===== config.mk =====
export PLATFORM = sky130hd
export DESIGN_NAME = dfa_annunciator
export DESIGN_NICKNAME = d
export VERILOG_FILES = /design/src/shared/dfa_pkg.sv /design/src/hdl/dfa_flasher.sv /design/src/hdl/dfa_sync.sv /design/src/hdl/dfa_annunciator.sv
export SDC_FILE = /design/constraint.sdc
export NUM_CORES = 1
export LEC_CHECK = 0
export BUFFER_PORTS_ARGS = -buffer_cell sky130_fd_sc_hd__buf_4
export CAP_MARGIN = 20
export CORE_MARGIN = 10
export CORE_UTILIZATION = 57
export DETAILED_ROUTE_END_ITERATION = 16
export PLACE_DENSITY = 0.78
export SLEW_MARGIN = 40
export SYNTH_ARGS = -nofsm -noshare
export SYNTH_HDL_FRONTEND = slang
export SYNTH_SLANG_ARGS = --single-unit

===== constraint.sdc =====
create_clock -name mclk -period 4.66 [get_ports mclk]
set_input_delay 0.466 -clock mclk [delete_from_list [all_inputs] [get_ports mclk]]
set_output_delay 0.466 -clock mclk [all_outputs]
set_load 0.01 [all_outputs]

===== src/shared/dfa_pkg.sv =====
// dfa_pkg: shared constants and types for the drive fault annunciator
// assumes a single 20 MHz clock domain with synchronous active-high reset
package dfa_pkg;
	localparam int CODE_W = 16;
	localparam int SEL_W = 8;
	localparam int NTERM = 3;
	localparam int REG_AW = 4;
	// output terminal function codes
	localparam logic [SEL_W-1:0] FUNC_FAULT = 8'h0E;
	localparam logic [SEL_W-1:0] FUNC_ALARM = 8'h10;
	// register offsets
	localparam logic [REG_AW-1:0] OFF_CTRL = 4'h0;
	localparam logic [REG_AW-1:0] OFF_STAT = 4'h1;
	localparam logic [REG_AW-1:0] OFF_IRQ_STAT = 4'h2;
	localparam logic [REG_AW-1:0] OFF_IRQ_MASK = 4'h3;
	localparam logic [REG_AW-1:0] OFF_TSEL0 = 4'h4;
	localparam logic [REG_AW-1:0] OFF_TSEL1 = 4'h5;
	localparam logic [REG_AW-1:0] OFF_TSEL2 = 4'h6;
	localparam logic [REG_AW-1:0] OFF_STOPSEL = 4'h7;
	localparam logic [REG_AW-1:0] OFF_CODE = 4'h8;
	// ctrl bits
	localparam int CTRL_FRESET_BIT = 0;
	// interrupt status bits
	localparam int IRQ_FAULT_BIT = 0;
	localparam int IRQ_ALARM_BIT = 1;
	localparam int IRQ_OPER_BIT = 2;
	localparam int IRQ_TUNE_BIT = 3;
	localparam int IRQ_COPY_BIT = 4;
	localparam int IRQ_W = 5;
	// reset values
	localparam logic [IRQ_W-1:0] IRQ_MASK_RST = 5'h00;
	localparam logic [SEL_W-1:0] TSEL_RST = 8'hFF;
	localparam logic [1:0] STOPSEL_RST = 2'h0;
	// lamp flash half period: 250 ms
	localparam int FLASH_HALF_MS = 250;
	localparam int CLK_HZ = 20_000_000;
	localparam int FLASH_HALF_CYC = (CLK_HZ / 1000) * FLASH_HALF_MS;
	// stopping methods
	typedef enum logic [1:0] {DFA_STOP_COAST, DFA_STOP_RAMP, DFA_STOP_FAST, DFA_STOP_RUN} dfa_stop_t;
	typedef enum logic [2:0] {DFA_CAT_NONE, DFA_CAT_FAULT, DFA_CAT_ALARM, DFA_CAT_OPER, DFA_CAT_TUNE,
		DFA_CAT_COPY} dfa_cat_t;
endpackage


===== src/hdl/dfa_flasher.sv =====
// dfa_flasher: square wave for the flashing lamp state
// assumes the single system clock; count is a parameter so simulation can shorten it
`timescale 1ns/10ps
module dfa_flasher import dfa_pkg::*; #(
	parameter int HALF_CYC = FLASH_HALF_CYC
) (
	input wire logic mclk,
	input wire logic rst,
	output logic blink
);
	logic [31:0] cnt_r;
	logic blink_r;
	wire wrap = (cnt_r == 32'(HALF_CYC - 1));
	always_ff @(posedge mclk) begin
		if (rst) begin
			cnt_r <= 32'h0;
			blink_r <= 1'b0;
		end else begin
			cnt_r <= wrap ? 32'h0 : cnt_r + 32'h1;
			if (wrap) begin
				blink_r <= ~blink_r;
			end
		end
	end
	assign blink = blink_r;
endmodule // dfa_flasher


===== src/hdl/dfa_sync.sv =====
// dfa_sync: two-flop synchroniser for a bundle of pin levels
// assumes inputs are asynchronous to mclk; only the second stage is read
`timescale 1ns/10ps
module dfa_sync #(
	parameter int W = 1
) (
	input wire logic mclk,
	input wire logic rst,
	input wire logic [W-1:0] d,
	output logic [W-1:0] q
);
	logic [W-1:0] s1_r;
	logic [W-1:0] s2_r;
	always_ff @(posedge mclk) begin
		if (rst) begin
			s1_r <= '0;
			s2_r <= '0;
		end else begin
			s1_r <= d;
			s2_r <= s1_r;
		end
	end
	assign q = s2_r;
endmodule // dfa_sync


===== src/hdl/dfa_annunciator.sv =====
// dfa_annunciator: fault and alarm classification, lamp, code display, motor inhibit, terminals
// assumes detection inputs are pin levels (synchronised here) and a plain register port
`timescale 1ns/10ps
// What this block does
// - On a fault the fault code is shown and the lamp is lit steadily.
// - On a fault the motor output is cut so the motor coasts unless another stop applies.
// - Faults flagged as selectable use the configured stopping method instead of coasting.
// - Any terminal whose function select is the fault function is driven while a fault is active.
// - A fault latches and blocks running until a fault reset arrives with the condition gone.
// - On a minor fault or alarm the alarm code is shown and the lamp flashes.
// - During a minor fault or alarm the motor keeps running unless a configured stop applies.
// - On a minor fault any terminal selected for the alarm function is driven.
// - With no terminal selected for the alarm function, terminals are untouched by minor faults.
// - A condition classed as an alarm never drives the minor-fault output.
// - Minor faults and alarms clear by themselves with no fault reset.
// - Bad setting combinations raise an operation error that blocks running until corrected.
// - Operation, tuning and copy errors show their code but drive no terminal alarm.
// - An error during auto-tuning stops the motor by coasting.
// - A failed keypad backup, restore or verify raises a copy error.
// - A copy error stays shown until any keypad key is pressed.
module dfa_annunciator import dfa_pkg::*; #(
	parameter int FLASH_CYC = FLASH_HALF_CYC
) (
	input wire logic mclk,
	input wire logic rst,
	input wire logic fault_det,
	input wire logic [CODE_W-1:0] fault_code,
	input wire logic fault_stop_sel_en,
	input wire logic minor_det,
	input wire logic alarm_det,
	input wire logic [CODE_W-1:0] alarm_code,
	input wire logic alarm_stop_sel_en,
	input wire logic setting_bad,
	input wire logic [CODE_W-1:0] oper_code,
	input wire logic tune_err,
	input wire logic [CODE_W-1:0] tune_code,
	input wire logic copy_fail,
	input wire logic [CODE_W-1:0] copy_code,
	input wire logic key_press,
	input wire logic reg_wr,
	input wire logic reg_rd,
	input wire logic [REG_AW-1:0] reg_addr,
	input wire logic [31:0] reg_wdata,
	output logic [31:0] reg_rdata,
	output logic [CODE_W-1:0] display_code,
	output logic fault_indicator_lamp,
	output logic motor_output_en,
	output logic [1:0] stop_method,
	output logic run_inhibit,
	output logic minor_fault_out,
	output logic [NTERM-1:0] multi_function_digital_output,
	output logic irq
);
	// pin-side detection levels pass the synchroniser before use
	localparam int SW = 9;
	logic [SW-1:0] raw_s;
	logic [SW-1:0] syn;
	assign raw_s = {fault_det, fault_stop_sel_en, minor_det, alarm_det, alarm_stop_sel_en,
		setting_bad, tune_err, copy_fail, key_press};
	dfa_sync #(.W(SW)) u_sync (
		.mclk(mclk),
		.rst(rst),
		.d(raw_s),
		.q(syn)
	);
	wire f_det = syn[8];
	wire f_sel = syn[7];
	wire m_det = syn[6];
	wire a_det = syn[5];
	wire a_sel = syn[4];
	wire op_bad = syn[3];
	wire tn_err = syn[2];
	wire cp_fail = syn[1];
	wire key_s = syn[0];
	// codes take the same two-flop path as their flags so a code lines up with its flag
	localparam int CSW = 5 * CODE_W;
	logic [CSW-1:0] codes_raw;
	logic [CSW-1:0] codes_s;
	assign codes_raw = {fault_code, alarm_code, oper_code, tune_code, copy_code};
	dfa_sync #(.W(CSW)) u_code_sync (
		.mclk(mclk),
		.rst(rst),
		.d(codes_raw),
		.q(codes_s)
	);
	wire [CODE_W-1:0] fault_code_s = codes_s[4*CODE_W +: CODE_W];
	wire [CODE_W-1:0] alarm_code_s = codes_s[3*CODE_W +: CODE_W];
	wire [CODE_W-1:0] oper_code_s = codes_s[2*CODE_W +: CODE_W];
	wire [CODE_W-1:0] tune_code_s = codes_s[CODE_W +: CODE_W];
	wire [CODE_W-1:0] copy_code_s = codes_s[0 +: CODE_W];

	logic blink;
	dfa_flasher #(.HALF_CYC(FLASH_CYC)) u_flash (
		.mclk(mclk),
		.rst(rst),
		.blink(blink)
	);

	// software registers
	logic [SEL_W-1:0] tsel_r [NTERM];
	logic [1:0] stopsel_r;
	logic [IRQ_W-1:0] irq_stat_r;
	logic [IRQ_W-1:0] irq_mask_r;
	logic [31:0] rdata_r;

	// latched state
	logic fault_r;
	logic [CODE_W-1:0] fault_code_r;
	logic fault_sel_r;
	logic copy_r;
	logic [CODE_W-1:0] copy_code_r;
	logic key_d_r;
	logic tune_r;
	logic [CODE_W-1:0] disp_r;
	logic lamp_r;
	logic motor_en_r;
	logic [1:0] stop_r;
	logic inhibit_r;
	logic minor_r;
	logic [NTERM-1:0] term_r;
	logic f_prev_r;
	logic a_prev_r;
	logic op_prev_r;
	logic tn_prev_r;

	wire wr_ctrl = reg_wr && (reg_addr == OFF_CTRL);
	wire fault_reset = wr_ctrl && reg_wdata[CTRL_FRESET_BIT];
	wire key_rise = key_s && !key_d_r;
	wire alarm_any = m_det || a_det;

	// latch until reset and clear condition
	wire fault_nxt_v = f_det ? 1'b1 : ((fault_reset && !f_det) ? 1'b0 : fault_r);
	// any key press clears; a new failure wins
	wire copy_nxt_v = cp_fail ? 1'b1 : (key_rise ? 1'b0 : copy_r);
	wire tune_nxt_v = tn_err;

	function automatic logic term_hit(input logic [SEL_W-1:0] sel, input logic [SEL_W-1:0] func);
		term_hit = (sel == func);
	endfunction

	logic [NTERM-1:0] term_nxt;
	always_comb begin
		term_nxt = term_r;
		for (int i = 0; i < NTERM; i++) begin
			if (term_hit(tsel_r[i], FUNC_FAULT)) begin
				term_nxt[i] = fault_nxt_v;
			// alarm terminal on minor fault only
			// plain alarms do not drive it
			end else if (term_hit(tsel_r[i], FUNC_ALARM)) begin
				term_nxt[i] = m_det;
			end else begin
				term_nxt[i] = 1'b0;
			end
		end
	end

	// display and lamp priority
	logic [CODE_W-1:0] disp_nxt;
	logic lamp_nxt;
	always_comb begin
		disp_nxt = '0;
		lamp_nxt = 1'b0;
		if (fault_nxt_v) begin
			disp_nxt = f_det ? fault_code_s : fault_code_r;
			lamp_nxt = 1'b1;
		end else if (alarm_any) begin
			disp_nxt = alarm_code_s;
			lamp_nxt = blink;
		end else if (tune_nxt_v) begin
			disp_nxt = tune_code_s;
			lamp_nxt = blink;
		end else if (op_bad) begin
			disp_nxt = oper_code_s;
			lamp_nxt = blink;
		end else if (copy_nxt_v) begin
			disp_nxt = cp_fail ? copy_code_s : copy_code_r;
		end
	end

	// motor drive and stopping method
	logic motor_nxt;
	logic [1:0] stop_nxt;
	logic inhibit_nxt;
	always_comb begin
		motor_nxt = 1'b1;
		stop_nxt = DFA_STOP_RUN;
		if (fault_nxt_v) begin
			motor_nxt = 1'b0;
			stop_nxt = DFA_STOP_COAST;
			if (fault_sel_r || (f_det && f_sel)) begin
				stop_nxt = stopsel_r;
			end
		end else if (tune_nxt_v) begin
			motor_nxt = 1'b0;
			stop_nxt = DFA_STOP_COAST;
		end else if (alarm_any && a_sel) begin
			motor_nxt = 1'b0;
			stop_nxt = stopsel_r;
		end
		inhibit_nxt = fault_nxt_v || op_bad;
		if (inhibit_nxt) begin
			motor_nxt = 1'b0;
		end
	end

	// event flags for interrupts; set wins over clear
	logic [IRQ_W-1:0] ev;
	assign ev = {cp_fail && !copy_r, tn_err && !tn_prev_r, op_bad && !op_prev_r,
		alarm_any && !a_prev_r, f_det && !f_prev_r};
	wire wr_istat = reg_wr && (reg_addr == OFF_IRQ_STAT);

	always_ff @(posedge mclk) begin
		if (rst) begin
			fault_r <= 1'b0;
			fault_code_r <= '0;
			fault_sel_r <= 1'b0;
			copy_r <= 1'b0;
			copy_code_r <= '0;
			key_d_r <= 1'b0;
			tune_r <= 1'b0;
			f_prev_r <= 1'b0;
			a_prev_r <= 1'b0;
			op_prev_r <= 1'b0;
			tn_prev_r <= 1'b0;
		end else begin
			fault_r <= fault_nxt_v;
			if (f_det && !fault_r) begin
				fault_code_r <= fault_code_s;
				fault_sel_r <= f_sel;
			end else if (!fault_nxt_v) begin
				fault_sel_r <= 1'b0;
			end
			copy_r <= copy_nxt_v;
			if (cp_fail) begin
				copy_code_r <= copy_code_s;
			end
			key_d_r <= key_s;
			tune_r <= tune_nxt_v;
			f_prev_r <= f_det;
			a_prev_r <= alarm_any;
			op_prev_r <= op_bad;
			tn_prev_r <= tn_err;
		end
	end

	always_ff @(posedge mclk) begin
		if (rst) begin
			disp_r <= '0;
			lamp_r <= 1'b0;
			motor_en_r <= 1'b0;
			stop_r <= DFA_STOP_COAST;
			inhibit_r <= 1'b0;
			minor_r <= 1'b0;
			term_r <= '0;
		end else begin
			disp_r <= disp_nxt;
			lamp_r <= lamp_nxt;
			motor_en_r <= motor_nxt;
			stop_r <= stop_nxt;
			inhibit_r <= inhibit_nxt;
			minor_r <= m_det;
			term_r <= term_nxt;
		end
	end

	always_ff @(posedge mclk) begin
		if (rst) begin
			for (int i = 0; i < NTERM; i++) begin
				tsel_r[i] <= TSEL_RST;
			end
			stopsel_r <= STOPSEL_RST;
			irq_mask_r <= IRQ_MASK_RST;
			irq_stat_r <= '0;
		end else begin
			if (reg_wr && reg_addr == OFF_TSEL0) begin
				tsel_r[0] <= reg_wdata[SEL_W-1:0];
			end
			if (reg_wr && reg_addr == OFF_TSEL1) begin
				tsel_r[1] <= reg_wdata[SEL_W-1:0];
			end
			if (reg_wr && reg_addr == OFF_TSEL2) begin
				tsel_r[2] <= reg_wdata[SEL_W-1:0];
			end
			if (reg_wr && reg_addr == OFF_STOPSEL) begin
				stopsel_r <= reg_wdata[1:0];
			end
			if (reg_wr && reg_addr == OFF_IRQ_MASK) begin
				irq_mask_r <= reg_wdata[IRQ_W-1:0];
			end
			irq_stat_r <= (irq_stat_r & ~(wr_istat ? reg_wdata[IRQ_W-1:0] : '0)) | ev;
		end
	end

	// read mux; unmapped offsets read zero
	logic [31:0] rd_mux;
	always_comb begin
		case (reg_addr)
			OFF_STAT: rd_mux = {24'h0, minor_r, inhibit_r, motor_en_r, lamp_r, tune_r, copy_r, op_bad,
				fault_r};
			OFF_IRQ_STAT: rd_mux = {27'h0, irq_stat_r};
			OFF_IRQ_MASK: rd_mux = {27'h0, irq_mask_r};
			OFF_TSEL0: rd_mux = {24'h0, tsel_r[0]};
			OFF_TSEL1: rd_mux = {24'h0, tsel_r[1]};
			OFF_TSEL2: rd_mux = {24'h0, tsel_r[2]};
			OFF_STOPSEL: rd_mux = {30'h0, stopsel_r};
			OFF_CODE: rd_mux = {16'h0, disp_r};
			default: rd_mux = 32'h0;
		endcase
	end
	always_ff @(posedge mclk) begin
		if (rst) begin
			rdata_r <= 32'h0;
		end else begin
			rdata_r <= reg_rd ? rd_mux : 32'h0;
		end
	end

	assign reg_rdata = rdata_r;
	assign display_code = disp_r;
	assign fault_indicator_lamp = lamp_r;
	assign motor_output_en = motor_en_r;
	assign stop_method = stop_r;
	assign run_inhibit = inhibit_r;
	assign minor_fault_out = minor_r;
	assign multi_function_digital_output = term_r;
	// level interrupt while any unmasked bit stands
	assign irq = |(irq_stat_r & irq_mask_r);
endmodule // dfa_annunciator


==> metrics.txt <==
dominant synthesized flop cell dfxtp_1; TritonCTS clock tree yes; crit share post-route 47.9%; clock slew seen by the registers of the worst setup and hold paths 60 ps; highest clock rate 0.448 GHz; pin count of the biggest net entering global routing 106; ratio of cells with drive above 1 in the final layout 18.9%; number of nets with antenna violations after detailed routing 0; endpoints failing hold 0; relative area change from synthesis to final layout 20.0%; share of Yosys cell area claimed by the top area cell type 52.8%; highest net fanout along the worst path 15; total leakage power 5.38 nW; setup tns final 0 ps; Worst setup SP type flop; core area 19,700 sq um; number of placed cells counting well taps 1,459; final antenna diode count 0; ordered list of cells on the worst path nor2b_2 > a221oi_1 > o31ai_1 > o211ai_1 > a221oi_1; non-filler cells in the finished layout 1,516; Post-Syn Instances 1,107; combined global-route utilization of all metal layers 18.9%; clock insertion delay at the later pin of the skew report 550 ps; setup repair after global routing missed its margin no; clock buffers created by TritonCTS 31; layer with the highest usage met2; Site Rows 51; GRT met3 Usage 4.15%; GRT met2 Usage 32.0%; leftover overflow at the end of global routing 0; outcome finished clean; total half-perimeter wirelength after legalization and detailed placement 17,700 um; M1 GR Usage 23.6%; drt via density 5.31; number of setup violations in the final report 0; most frequent cell after synthesis dfxtp_1; minimum clock period after layout 2230 ps; wire length of the first global-routing pass 41,100 um; fraction of synthesis flops using an asynchronous set or reset pin 0%; number of max-slew violations in the final report 0; number of max-cap violations 0; DIE HEIGHT 162 um; total of cells resized after clock tree synthesis 0; final-stage net count 1,357; slowest stage cell, crit path nor2b_2; initial antenna violation count 0; worst ir drop on vdd 339 uV; Hold Path Class in2reg; number of global-route vias before repair 8,077; maximum buffer depth of the clock tree 3; final wirelength 25,600 um; Post-synth EDFFs 24; Setup Crit Path Kind reg2reg; Post-route DRC 0; clock net sink count 328; endpoint arrival time on the critical path 2680 ps; total number of yosys warnings 0; longest individual stage delay on the worst path 640 ps; largest cells by area after synthesis dfxtp_1 53%, nor2b_1 10%, edfxtp_1 6.3%; Layout Skew 9.61 ps; Die Span X 162 um; Cell Pwr Density 442 nW/um^2; critical path's most frequent cell a221oi_1; CP Capture Type flop; remaining max-slew budget at the tightest pin 48.3%; Worst Path Required 5110 ps; proportion of synthesized chip area in sequential cells 59.0%; number of I/O port buffers 146; Overall Power 6.11 mW; initial drt markers 580; Worst Max-Slew Pin Slew 770 ps; Top-Level Pins 187; cell taking the most area after synthesis dfxtp_1; vias after detailed routing 8,053; commonest cells in the netlist 304 x dfxtp_1, 191 x nor2b_1, 75 x nor2_1; average cell area after synthesis 10.4 sq um; Syn Std Cell Area 11,500 sq um; H-tree lvl count 1; die area 26,300 sq um; Pre-antenna DRT Iters 5; #FFs+latches synth 328; clock root buffer clkbuf_16; Distinct cells, synth 57; CTS Hold Bufs 0; Routed wire per std cell 16.9 um; RePlAce Congestion 0.925; starting density of the core 58.7%; # Post-CTS Setup Buffers 0
[state kept, by name, indices dropped and copies added, names as in the netlist, 2 cells and up]
| name | cells |
|---|---|
| stop_method | 2 |
| tsel_r | 24 |
| u_code_sync.q | 80 |
| multi_function_digital_output | 3 |
| u_flash.cnt_r | 32 |
| copy_code_r | 16 |
| u_code_sync.s1_r | 80 |
| stopsel_r | 2 |
| display_code | 16 |
| fault_code_r | 16 |
| reg_rdata | 16 |
| irq_stat_r | 5 |
| irq_mask_r | 5 |
| u_sync.q | 9 |
| u_sync.s1_r | 9 |
[per-layer routing]
metal,up-vias,wire length [um]
met5,-,0
met4,0,522
met3,49,1730
met2,261,12400
met1,3772,10900
li1,3971,-
[layout by cell type, fill, tap and decap left out, types with 11 or more instances in the layout]
cell and instances:
clkbuf_16 32, and3_1 13, a21oi_1 58, nor2_1 75, conb_1 16, dfxtp_1 303, buf_4 152, o21ai_0 17
xor2_1 20, o31ai_1 16, mux2i_1 24, nand2b_1 14, a221oi_2 11, a221oi_1 22, nor3_1 11, inv_1 25
edfxtp_1 24, nand3_1 20, o211ai_1 16, nor2b_1 190, nand2_1 64, nand4_1 16
[through the flow]
stage	util, %	setup WS, ps	area [sq um]	hold WS, ps
global placement	64.5	2210	12700	419
finish	70.4	2430	13800	122
detailed placement	64.6	2210	12700	420
floorplan	-	2660	11600	414
CTS	70.4	2420	13800	109
global route	70.4	2290	13800	112
[kinds of logic after synthesis]
family | count (synthesis) | synth area share (%)
fa+ha+maj | 1 | 0.109
flops | 328 | 59.0
simple gates | 444 | 21.4
mux | 27 | 2.38
buf+inv | 107 | 4.25
compound gates | 170 | 10.6
xor+xnor | 29 | 2.20
other cells | 1 | 0.0325
[final timing paths]
| check | from | to | slack (ps) | cells after the start |
|---|---|---|---|---|
| max reg2reg | u_sync.q[3]$_SDFF_PP0_ | display_code[4]$_SDFF_PP0_ | 2430 | 5 |
| max | u_sync.q[3]$_SDFF_PP0_ | display_code[4]$_SDFF_PP0_ | 2430 | 5 |
| min | oper_code[6] | u_code_sync.s1_r[38]$_SDFF_PP0_ | 120 | 2 |
| min reg2reg | u_code_sync.s1_r[78]$_SDFF_PP0_ | u_code_sync.q[78]$_SDFF_PP0_ | 430 | 1 |
[layout make-up]
cell class,count,area (sq um)
Clock inverter,17,270
Tap cell,265,332
Clock buffer,40,871
Sequential cell,328,6810
Multi-Input combinational cell,687,4290
Fill cell,1480,5820
Timing Repair Buffer,154,1170
Inverter,25,93.8
[worst max-delay path: cells and delay by family, from the launching register on]
kind | cells | cell delay (ps)
and+or+nand+nor | 1 | 640
AOI/OAI and AO/OA | 4 | 910
DFF | 1 | 570
[power breakdown]
group          switching, mW  leakage [nW]  internal, mW
Combinational          0.200          2.08         0.171
Sequential            0.0536          2.74          2.95
Clock                   1.03         0.563          1.70
Total                   1.28          5.38          4.83
No activity file was read; power rests on OpenSTA's default activity.
